--- config.mk ---
export PLATFORM = sky130hd
export DESIGN_NAME = wwd_top
export DESIGN_NICKNAME = d
export VERILOG_FILES = /design/src/verilog/wwd_pkg.sv /design/src/verilog/wwd_top.sv
export SDC_FILE = /design/constraint.sdc
export NUM_CORES = 1
export LEC_CHECK = 0
export ABC_CLOCK_PERIOD_IN_PS = 2400
export BUFFER_PORTS_ARGS = -buffer_cell sky130_fd_sc_hd__buf_2
export CAP_MARGIN = 20
export CORE_MARGIN = 3
export CORE_UTILIZATION = 47
export CTS_CLUSTER_DIAMETER = 80
export DETAILED_ROUTE_END_ITERATION = 10
export PLACE_DENSITY = 0.71
export SLEW_MARGIN = 30
export SYNTH_ARGS = -nofsm -noshare
export SYNTH_HDL_FRONTEND = slang
export SYNTH_SLANG_ARGS = --single-unit
--- constraint.sdc ---
create_clock -name SYS_CLK_I -period 2.4 [get_ports SYS_CLK_I]
set_input_delay 0.12 -clock SYS_CLK_I [delete_from_list [all_inputs] [get_ports SYS_CLK_I]]
set_output_delay 0.12 -clock SYS_CLK_I [all_outputs]
set_load 0.1 [all_outputs]
--- src/verilog/wwd_pkg.sv ---
// constants, field layout and state record of the windowed watchdog
package wwd_pkg;

  // register map, byte addresses on the register bus
  localparam int unsigned  REG_ADDR_W            = 8;
  localparam logic [7:0]   ADDR_RESTART_COMMAND  = 8'h00;
  localparam logic [7:0]   ADDR_WATCHDOG_SETUP   = 8'h04;
  localparam logic [7:0]   ADDR_FAULT_FLAGS      = 8'h08;

  // restart_command fields
  localparam int unsigned  KEY_MSB               = 31;
  localparam int unsigned  KEY_LSB               = 24;
  localparam logic [7:0]   KEY_VALUE             = 8'hA5;
  localparam int unsigned  RESTART_REQUEST_BIT   = 0;

  // watchdog_setup fields
  localparam int unsigned  LOAD_MSB              = 11;
  localparam int unsigned  LOAD_LSB              = 0;
  localparam int unsigned  FAULT_IRQ_ENABLE_BIT  = 12;
  localparam int unsigned  FAULT_RESET_ENABLE_BIT = 13;
  localparam int unsigned  PROCESSOR_ONLY_BIT    = 14;
  localparam int unsigned  TIMER_DISABLE_BIT     = 15;
  localparam int unsigned  DELTA_MSB             = 27;
  localparam int unsigned  DELTA_LSB             = 16;
  localparam int unsigned  DEBUG_HALT_BIT        = 28;
  localparam int unsigned  IDLE_HALT_BIT         = 29;
  localparam logic [31:0]  SETUP_RESET           = 32'h3FFF_2FFF;
  localparam logic [31:0]  SETUP_WRITABLE        = 32'h3FFF_FFFF;

  // watchdog_fault_flags fields
  localparam int unsigned  UNDERFLOW_FLAG_BIT    = 0;
  localparam int unsigned  WINDOW_ERROR_FLAG_BIT = 1;
  localparam logic [31:0]  FLAGS_RESET           = 32'h0000_0000;

  // counter and prescaler
  localparam int unsigned  COUNT_W               = 12;
  localparam int unsigned  PRESCALE_DIV          = 128;
  localparam int unsigned  PRESCALE_W            = $clog2(PRESCALE_DIV);
  localparam logic [PRESCALE_W-1:0] PRESCALE_LAST = PRESCALE_W'(PRESCALE_DIV - 1);

  // bus answers
  localparam logic [1:0]   RESP_OKAY             = 2'h0;
  localparam logic [1:0]   RESP_SLVERR           = 2'h2;
  localparam logic [3:0]   STRB_ALL              = 4'hF;

  typedef struct packed {
    logic                   awready;
    logic                   wready;
    logic                   bvalid;
    logic [1:0]             bresp;
    logic                   arready;
    logic                   rvalid;
    logic [31:0]            rdata;
    logic [1:0]             rresp;
    logic [31:0]            setup;
    logic                   setup_locked;
    logic [COUNT_W-1:0]     count;
    logic [PRESCALE_W-1:0]  prescale;
    logic                   underflow_flag;
    logic                   window_error_flag;
    logic                   fault;
    logic                   irq;
    logic                   processor_only;
  } wwd_state_type;

endpackage

--- src/verilog/wwd_top.sv ---
// windowed watchdog timer with an AXI4-Lite register slave
`timescale 1ns/1ps

module wwd_top
  import wwd_pkg::*;
(
  input  wire logic                  SYS_CLK_I,
  input  wire logic                  RESETN_I,
  input  wire logic                  SLOW_TICK_I,
  input  wire logic                  DEBUG_STATE_I,
  input  wire logic                  IDLE_MODE_I,
  input  wire logic [REG_ADDR_W-1:0] S_AXI_AWADDR_I,
  input  wire logic                  S_AXI_AWVALID_I,
  output wire logic                  S_AXI_AWREADY_O,
  input  wire logic [31:0]           S_AXI_WDATA_I,
  input  wire logic [3:0]            S_AXI_WSTRB_I,
  input  wire logic                  S_AXI_WVALID_I,
  output wire logic                  S_AXI_WREADY_O,
  output wire logic [1:0]            S_AXI_BRESP_O,
  output wire logic                  S_AXI_BVALID_O,
  input  wire logic                  S_AXI_BREADY_I,
  input  wire logic [REG_ADDR_W-1:0] S_AXI_ARADDR_I,
  input  wire logic                  S_AXI_ARVALID_I,
  output wire logic                  S_AXI_ARREADY_O,
  output wire logic [31:0]           S_AXI_RDATA_O,
  output wire logic [1:0]            S_AXI_RRESP_O,
  output wire logic                  S_AXI_RVALID_O,
  input  wire logic                  S_AXI_RREADY_I,
  output wire logic                  IRQ_O,
  output wire logic                  FAULT_O,
  output wire logic                  PROCESSOR_ONLY_O
);

  wwd_state_type s;
  wwd_state_type next_s;

  logic                  wr_fire;
  logic                  rd_fire;
  logic                  full_word;
  logic                  key_ok;
  logic                  restart_request;
  logic                  setup_write;
  logic                  status_read;
  logic                  running;
  logic                  step;
  logic                  underflow_evt;
  logic                  window_error_evt;
  logic                  fault_evt;
  logic [COUNT_W-1:0]    counter_load_value;
  logic [COUNT_W-1:0]    restart_window_delta;
  logic                  fault_irq_enable;
  logic                  fault_reset_enable;
  logic                  processor_only_reset;
  logic                  timer_disable;
  logic                  debug_halt;
  logic                  idle_halt;
  logic [31:0]           setup_written;
  logic                  reload;
  logic [COUNT_W-1:0]    reload_value;
  logic [31:0]           setup_word;
  logic [31:0]           flags_word;

  always_comb begin
    next_s = s;

    // setup fields as currently held
    counter_load_value   = s.setup[LOAD_MSB:LOAD_LSB];
    restart_window_delta = s.setup[DELTA_MSB:DELTA_LSB];
    fault_irq_enable     = s.setup[FAULT_IRQ_ENABLE_BIT];
    fault_reset_enable   = s.setup[FAULT_RESET_ENABLE_BIT];
    processor_only_reset = s.setup[PROCESSOR_ONLY_BIT];
    timer_disable        = s.setup[TIMER_DISABLE_BIT];
    debug_halt           = s.setup[DEBUG_HALT_BIT];
    idle_halt            = s.setup[IDLE_HALT_BIT];

    // rebuilt field by field so the unused top bits can never be stored
    setup_written                                = 32'h0000_0000;
    setup_written[LOAD_MSB:LOAD_LSB]             = S_AXI_WDATA_I[LOAD_MSB:LOAD_LSB];
    setup_written[FAULT_IRQ_ENABLE_BIT]          = S_AXI_WDATA_I[FAULT_IRQ_ENABLE_BIT];
    setup_written[FAULT_RESET_ENABLE_BIT]        = S_AXI_WDATA_I[FAULT_RESET_ENABLE_BIT];
    setup_written[PROCESSOR_ONLY_BIT]            = S_AXI_WDATA_I[PROCESSOR_ONLY_BIT];
    setup_written[TIMER_DISABLE_BIT]             = S_AXI_WDATA_I[TIMER_DISABLE_BIT];
    setup_written[DELTA_MSB:DELTA_LSB]           = S_AXI_WDATA_I[DELTA_MSB:DELTA_LSB];
    setup_written[DEBUG_HALT_BIT]                = S_AXI_WDATA_I[DEBUG_HALT_BIT];
    setup_written[IDLE_HALT_BIT]                 = S_AXI_WDATA_I[IDLE_HALT_BIT];

    // read-back images of the setup and flag registers
    setup_word                                   = 32'h0000_0000;
    setup_word[LOAD_MSB:LOAD_LSB]                = counter_load_value;
    setup_word[FAULT_IRQ_ENABLE_BIT]             = fault_irq_enable;
    setup_word[FAULT_RESET_ENABLE_BIT]           = fault_reset_enable;
    setup_word[PROCESSOR_ONLY_BIT]               = processor_only_reset;
    setup_word[TIMER_DISABLE_BIT]                = timer_disable;
    setup_word[DELTA_MSB:DELTA_LSB]              = restart_window_delta;
    setup_word[DEBUG_HALT_BIT]                   = debug_halt;
    setup_word[IDLE_HALT_BIT]                    = idle_halt;

    flags_word                                   = FLAGS_RESET;
    flags_word[UNDERFLOW_FLAG_BIT]               = s.underflow_flag;
    flags_word[WINDOW_ERROR_FLAG_BIT]            = s.window_error_flag;

    // ready is raised one cycle after both channels are offered; master holds them
    wr_fire   = s.awready && S_AXI_AWVALID_I && S_AXI_WVALID_I;
    rd_fire   = s.arready && S_AXI_ARVALID_I;
    // byte-lane writes would half-apply a keyed command, so only whole words count
    full_word = (S_AXI_WSTRB_I == STRB_ALL);
    key_ok    = (S_AXI_WDATA_I[KEY_MSB:KEY_LSB] == KEY_VALUE);

    restart_request = 1'b0;
    if (wr_fire && full_word && key_ok) begin
      if (S_AXI_AWADDR_I == ADDR_RESTART_COMMAND) begin
        restart_request = S_AXI_WDATA_I[RESTART_REQUEST_BIT];
      end
    end

    setup_write = 1'b0;
    if (wr_fire && full_word && !s.setup_locked) begin
      if (S_AXI_AWADDR_I == ADDR_WATCHDOG_SETUP) begin
        setup_write = 1'b1;
      end
    end

    status_read = 1'b0;
    if (rd_fire && (S_AXI_ARADDR_I == ADDR_FAULT_FLAGS)) begin
      status_read = 1'b1;
    end

    // write channels
    next_s.awready = 1'b0;
    next_s.wready  = 1'b0;
    // both channels must be offered, and no answer may be pending
    if (S_AXI_AWVALID_I && S_AXI_WVALID_I) begin
      if (!s.bvalid && !s.awready) begin
        next_s.awready = 1'b1;
        next_s.wready  = 1'b1;
      end
    end
    if (s.bvalid && S_AXI_BREADY_I) begin
      next_s.bvalid = 1'b0;
    end
    if (wr_fire) begin
      next_s.bvalid = 1'b1;
      case (S_AXI_AWADDR_I)
        ADDR_RESTART_COMMAND: begin
          next_s.bresp = RESP_OKAY;
        end
        ADDR_WATCHDOG_SETUP: begin
          // a locked setup still answers okay, the data is dropped
          next_s.bresp = RESP_OKAY;
        end
        ADDR_FAULT_FLAGS: begin
          // read-only: accepted and ignored
          next_s.bresp = RESP_OKAY;
        end
        default: begin
          next_s.bresp = RESP_SLVERR;
        end
      endcase
    end

    // read channels
    next_s.arready = 1'b0;
    if (S_AXI_ARVALID_I) begin
      if (!s.rvalid && !s.arready) begin
        next_s.arready = 1'b1;
      end
    end
    if (s.rvalid && S_AXI_RREADY_I) begin
      next_s.rvalid = 1'b0;
    end
    if (rd_fire) begin
      next_s.rvalid = 1'b1;
      next_s.rresp  = RESP_OKAY;
      case (S_AXI_ARADDR_I)
        ADDR_RESTART_COMMAND: begin
          next_s.rdata = 32'h0000_0000;
        end
        ADDR_WATCHDOG_SETUP: begin
          next_s.rdata = setup_word;
        end
        ADDR_FAULT_FLAGS: begin
          // old flags go out while the same edge clears them
          next_s.rdata = flags_word;
        end
        default: begin
          next_s.rdata = 32'h0000_0000;
          next_s.rresp = RESP_SLVERR;
        end
      endcase
    end

    // counting: halts gate the prescaler, so a halted timer keeps its phase
    // the halt inputs are levels; no debounce, they are taken as synchronous
    running = 1'b1;
    if (timer_disable) begin
      running = 1'b0;
    end
    if (debug_halt && DEBUG_STATE_I) begin
      running = 1'b0;
    end
    if (idle_halt && IDLE_MODE_I) begin
      running = 1'b0;
    end

    step = 1'b0;
    if (running && SLOW_TICK_I && (s.prescale == PRESCALE_LAST)) begin
      step = 1'b1;
    end
    underflow_evt = 1'b0;
    if (step && (s.count == '0)) begin
      underflow_evt = 1'b1;
    end
    if (running && SLOW_TICK_I) begin
      next_s.prescale = s.prescale + 1'b1;
    end
    if (step) begin
      if (underflow_evt) begin
        // count starts over so the fault repeats each period
        next_s.count = counter_load_value;
      end else begin
        next_s.count = s.count - 1'b1;
      end
    end

    // window check applies even with the timer disabled
    window_error_evt = 1'b0;
    if (restart_request) begin
      if (s.count > restart_window_delta) begin
        window_error_evt = 1'b1;
      end
    end

    // one reload path for both restart and setup write
    reload       = 1'b0;
    reload_value = counter_load_value;
    if (restart_request && !window_error_evt) begin
      reload       = 1'b1;
      reload_value = counter_load_value;
    end
    if (setup_write) begin
      next_s.setup        = setup_written;
      next_s.setup_locked = 1'b1;
      reload              = 1'b1;
      reload_value        = setup_written[LOAD_MSB:LOAD_LSB];
    end
    if (reload) begin
      // prescaler restarts too, so the first step is a full period away
      next_s.count    = reload_value;
      next_s.prescale = '0;
    end

    // sticky flags: a new event in the read cycle survives the clear
    fault_evt = underflow_evt || window_error_evt;
    if (status_read) begin
      next_s.underflow_flag    = 1'b0;
      next_s.window_error_flag = 1'b0;
      next_s.irq               = 1'b0;
      next_s.fault             = 1'b0;
    end
    if (underflow_evt) begin
      next_s.underflow_flag = 1'b1;
    end
    if (window_error_evt) begin
      next_s.window_error_flag = 1'b1;
    end
    if (fault_evt && fault_irq_enable) begin
      next_s.irq = 1'b1;
    end
    if (fault_evt && fault_reset_enable) begin
      next_s.fault = 1'b1;
    end
    if (fault_evt && fault_reset_enable) begin
      next_s.processor_only = processor_only_reset;
    end
  end

  always_ff @(posedge SYS_CLK_I) begin
    if (!RESETN_I) begin
      s.awready           <= 1'b0;
      s.wready            <= 1'b0;
      s.bvalid            <= 1'b0;
      s.arready           <= 1'b0;
      s.rvalid            <= 1'b0;
      s.rdata             <= 32'h0000_0000;
      s.bresp             <= RESP_OKAY;
      s.rresp             <= RESP_OKAY;
      s.setup             <= SETUP_RESET;
      s.setup_locked      <= 1'b0;
      s.count             <= SETUP_RESET[LOAD_MSB:LOAD_LSB];
      s.prescale          <= '0;
      s.underflow_flag    <= 1'b0;
      s.window_error_flag <= 1'b0;
      s.fault             <= 1'b0;
      s.irq               <= 1'b0;
      s.processor_only    <= 1'b0;
    end else begin
      s <= next_s;
    end
  end

  // all outputs straight from the state record
  assign S_AXI_AWREADY_O  = s.awready;
  assign S_AXI_WREADY_O   = s.wready;
  assign S_AXI_BRESP_O    = s.bresp;
  assign S_AXI_BVALID_O   = s.bvalid;
  assign S_AXI_ARREADY_O  = s.arready;
  assign S_AXI_RDATA_O    = s.rdata;
  assign S_AXI_RRESP_O    = s.rresp;
  assign S_AXI_RVALID_O   = s.rvalid;

  // watchdog lines: irq and fault sticky until a status read or reset, processor_only held until reset or the next fault
  assign IRQ_O            = s.irq;
  assign FAULT_O          = s.fault;
  assign PROCESSOR_ONLY_O = s.processor_only;

endmodule // wwd_top

==> results.md <==
* Run status: complete, no violations
* Number of DRC markers after the initial detailed-route iteration at 222
* Post-detailed-route via-to-cell ratio at 5.42
* Met3 usage in global routing at 5.43%
* Starting Density at 49.7%
* Number of enable flip-flop cells after synthesis at 0
* Number of clock buffers inserted by TritonCTS at 9
* Main area contributors after synthesis: sky130_fd_sc_hd__dfxtp_1 41%, sky130_fd_sc_hd__buf_4 6.4%, sky130_fd_sc_hd__nand2_1 6.1%, sky130_fd_sc_hd__a22oi_1 4.9%, sky130_fd_sc_hd__nor2_1 4.9%
* Die area at 10700 um^2
* Routed length per placed instance at 15.3 um
* Antenna violations before repair at 0
* Global Route met1 Usage at 29.6%
* Final Worst Setup Slack at 0.155 ns
* TNS Setup at 0 ns
* CTS H-tree depth at 3
* I/O pins at between 100 and 150
* Fraction of layout instances using a drive strength above 1 at between 20% and 30%
* Cell type with the highest aggregate area in the netlist: sky130_fd_sc_hd__dfxtp_1
* Critical register-to-register path endpoint: s[16]$_SDFFE_PN1P_
* Count of buffering cells on the critical path with inverters included at 1
* Capturing element type of the critical path: flip-flop
* Layer with the highest usage after global routing: met2
* Share of the synthesized area in the top cell type at 40.9%
* Hold Crit Depth at 3
* Final worst path period need at 2.24 ns
* Worst-case clock skew at 0.0119 ns
* Post-synthesis cell type count at 61
* Unrepaired setup endpoints after global routing: no
* Worst min-delay path category: input pin to flip-flop
* Final setup violation count at 0
* Synth Area per Inst at between 8 and 9 um^2
* Wire length of the first global-routing pass at about 19 mm
* Max Buffers Root-to-Sink at 2
* Register bit total from synthesis at 91
* Global-route usage over all layers at 22.6%
* Slowest CP cell: sky130_fd_sc_hd__a311oi_1
* Clock tree from TritonCTS: done
* Headroom to the max-slew limit at 39.4%
* Data required time at the worst endpoint at 2.66 ns
* DP Wirelength at approximately 8.5 mm
* Number of rows created at floorplan at 34
* Clock latency on the worst-skew pair at 0.36 ns
* Endpoint with the worst hold slack: S_AXI_AWREADY_O$_SDFF_PN0_
* Achievable Freq at ~450 MHz
* Routing usage on met2 at 37.6%
* Family with the most delay on the worst path: compound AO/OA/AOI/OAI gates
* R2R Setup Slk at 0.16 ns
* Util after Layout at between 50% and 60%
* Setup fix buffers added after clock tree synthesis at 0
* Final routed DRC violation total at 0
* Depth of the worst register-to-register path at 8
* Standard cell core area at roughly 9000 um^2
* Slew Limit Fails at 0
* Critical path start-end classification: flip-flop to flip-flop
* Leakage at 0.00238 uW
* Commonest cells after routing, fill and taps aside: 101 x sky130_fd_sc_hd__buf_2, 90 x sky130_fd_sc_hd__dfxtp_1, 72 x sky130_fd_sc_hd__nand2_1
* Maximum ir drop on the vdd rail at 253 uV
* Crit-path cells: inv_1, ha_1, a21oi_1, o21ai_0, a211oi_2, a311oi_1, nand2_2, a2bb2oi_1
* Seq/Total Area, Yosys at 40.9%
* Final Hold Fails at 0
* Width of the die at approximately 100 um
* Reg-to-Reg Start: restart_window_delta[5]$_SDFFE_PN1P_
* Clock tree sinks at 91
* Startpoint kind of the worst setup timing path: flip-flop
* Quantity of I/O buffers inserted on ports at 101
* Max-Cap Viols at 0
* Total Nets Final at 706
* Syn-to-layout area delta at 20.2%
* Hold path startpoint: S_AXI_WVALID_I
* Critical Path AT at 2.50 ns
* Largest net degree at the start of global routing at 31
* Actual transition at the worst max-transition pin at 0.908 ns
* Total Power at 2720 uW
* Total wirelength of the detailed-routed design at 11.6 mm
* Sequential standard cell area at 1820 um^2
* GRT Residual Overflow at 0
* Filler Cell Count at between 800 and 900
* Clk slew on worst S/H paths at 0.10 ns
* Vertical die dimension at 103 um
* Most used flip-flop cell after synthesis: sky130_fd_sc_hd__dfxtp_1
* Vias in the first global route at 3988
* Footprint of the multi-input gates at ~2200 um^2
* Async S/R FF share, synth at 0%
* Power density over the cells at 508 nW/um^2
* Netlist Area Pre-Place at 4460 um^2
* Final RePlAce weighted congestion at 0.903
* Yosys warnings at 0
* Highest fanout seen on the critical path at 11
* Drt first pass iters at 4
* Gate Count Post-Synth at ~530
* Post-Route Hold Slack at 0.0144 ns
* Most frequent standard cell in the layout excluding fill and tap cells: sky130_fd_sc_hd__buf_2
* Fin crit share at 93.5%
* Antenna cells at 0
* Post-detailed-route count of antenna-violating nets at 0
* Clock root buffer: sky130_fd_sc_hd__clkbuf_8
* Via count at 4123
* Post-Place Setup Slack at 0.0672 ns
* Largest stage delay on the critical path at 0.44 ns
[registers in the layout (all words and copies together), names as in the netlist, 2 cells and up]
register and flops:
S_AXI_RDATA_O 30, counter_load_value 12, flags_word 2, restart_window_delta 12, s 21
[logic make-up (layout without fill, tap and decap cells)]
logic type	after synthesis	after routing	share of synthesized area, %
flip-flops	91	91	40.9
AND/OR/NAND/NOR	215	215	23.5
other	1	4	0.0841
adder cells (fa/ha/maj)	14	14	3.93
multiplexers	6	6	1.57
buffers and inverters	82	182	10.4
AO/OA/AOI/OAI	116	116	18.3
XOR/XNOR	7	7	1.37
[timing repair]
action                     CTS  global route
resized for setup            0             4
setup endpoints to repair    0             7
hold endpoints to repair    28             0
hold buffers                26             0
[worst min-delay path, delay by kind of cell]
family                 cells  cell delay (ns)
AND/OR/NAND/NOR            2             0.10
buffers and inverters      1             0.12
[metal layers]
metal,wire length (um),up-vias
met5,0,-
met4,123,0
met3,880,10
met2,5570,129
met1,5070,1934
li1,-,2050
[synthesized netlist by cell type (5+ instances only)]
cell                        n
sky130_fd_sc_hd__a22oi_1   29
sky130_fd_sc_hd__nor2_1    58
sky130_fd_sc_hd__nor2b_1    5
sky130_fd_sc_hd__nand4_1    8
sky130_fd_sc_hd__nand2b_1   5
sky130_fd_sc_hd__nor4_1     8
sky130_fd_sc_hd__buf_4     38
sky130_fd_sc_hd__nor3_1    10
sky130_fd_sc_hd__nand3_1   19
sky130_fd_sc_hd__dfxtp_1   91
sky130_fd_sc_hd__a21oi_1   24
sky130_fd_sc_hd__clkbuf_1  17
sky130_fd_sc_hd__inv_1     19
sky130_fd_sc_hd__a31oi_1    5
sky130_fd_sc_hd__nand2_1   73
sky130_fd_sc_hd__o211ai_1  16
sky130_fd_sc_hd__ha_1      14
sky130_fd_sc_hd__o21ai_0    7
[worst max path at each step]
stage | start | endpoint | cells past startpoint
global placement | S_AXI_AWADDR_I[1] | IRQ_O$_SDFFE_PN0P_ | 8
floorplan | S_AXI_AWREADY_O$_SDFF_PN0_ | s[18]$_SDFFE_PN1P_ | 7
finish | restart_window_delta[5]$_SDFFE_PN1P_ | s[16]$_SDFFE_PN1P_ | 8
global route | S_AXI_WDATA_I[25] | IRQ_O$_SDFFE_PN0P_ | 9
CTS | restart_window_delta[5]$_SDFFE_PN1P_ | s[21]$_SDFFE_PN1P_ | 8
detailed placement | S_AXI_AWADDR_I[1] | s[17]$_SDFFE_PN1P_ | 8
[report_power, final]
group	total [uW]	switching [uW]	internal, uW
clock network	955	573	382
logic	246	149	96.4
registers	1520	7.49	1520
total	2720	730	1990
[cell type report]
type | instances | share of cell area, %
clock buffer | 9 | 2.31
clock inverter | 7 | 0.957
inverter | 19 | 1.33
multi-input combinational | 362 | 41.1
sequential | 91 | 34.0
tap | 126 | 2.94
timing repair buffer | 147 | 17.3
[per-stage QoR]
step,cell area [um^2],cells
global route,5360,761
finish,5360,761
detailed placement,4910,719
global placement,4910,719
floorplan,4470,535
CTS,5350,761
No activity file was read; power rests on OpenSTA's default activity.
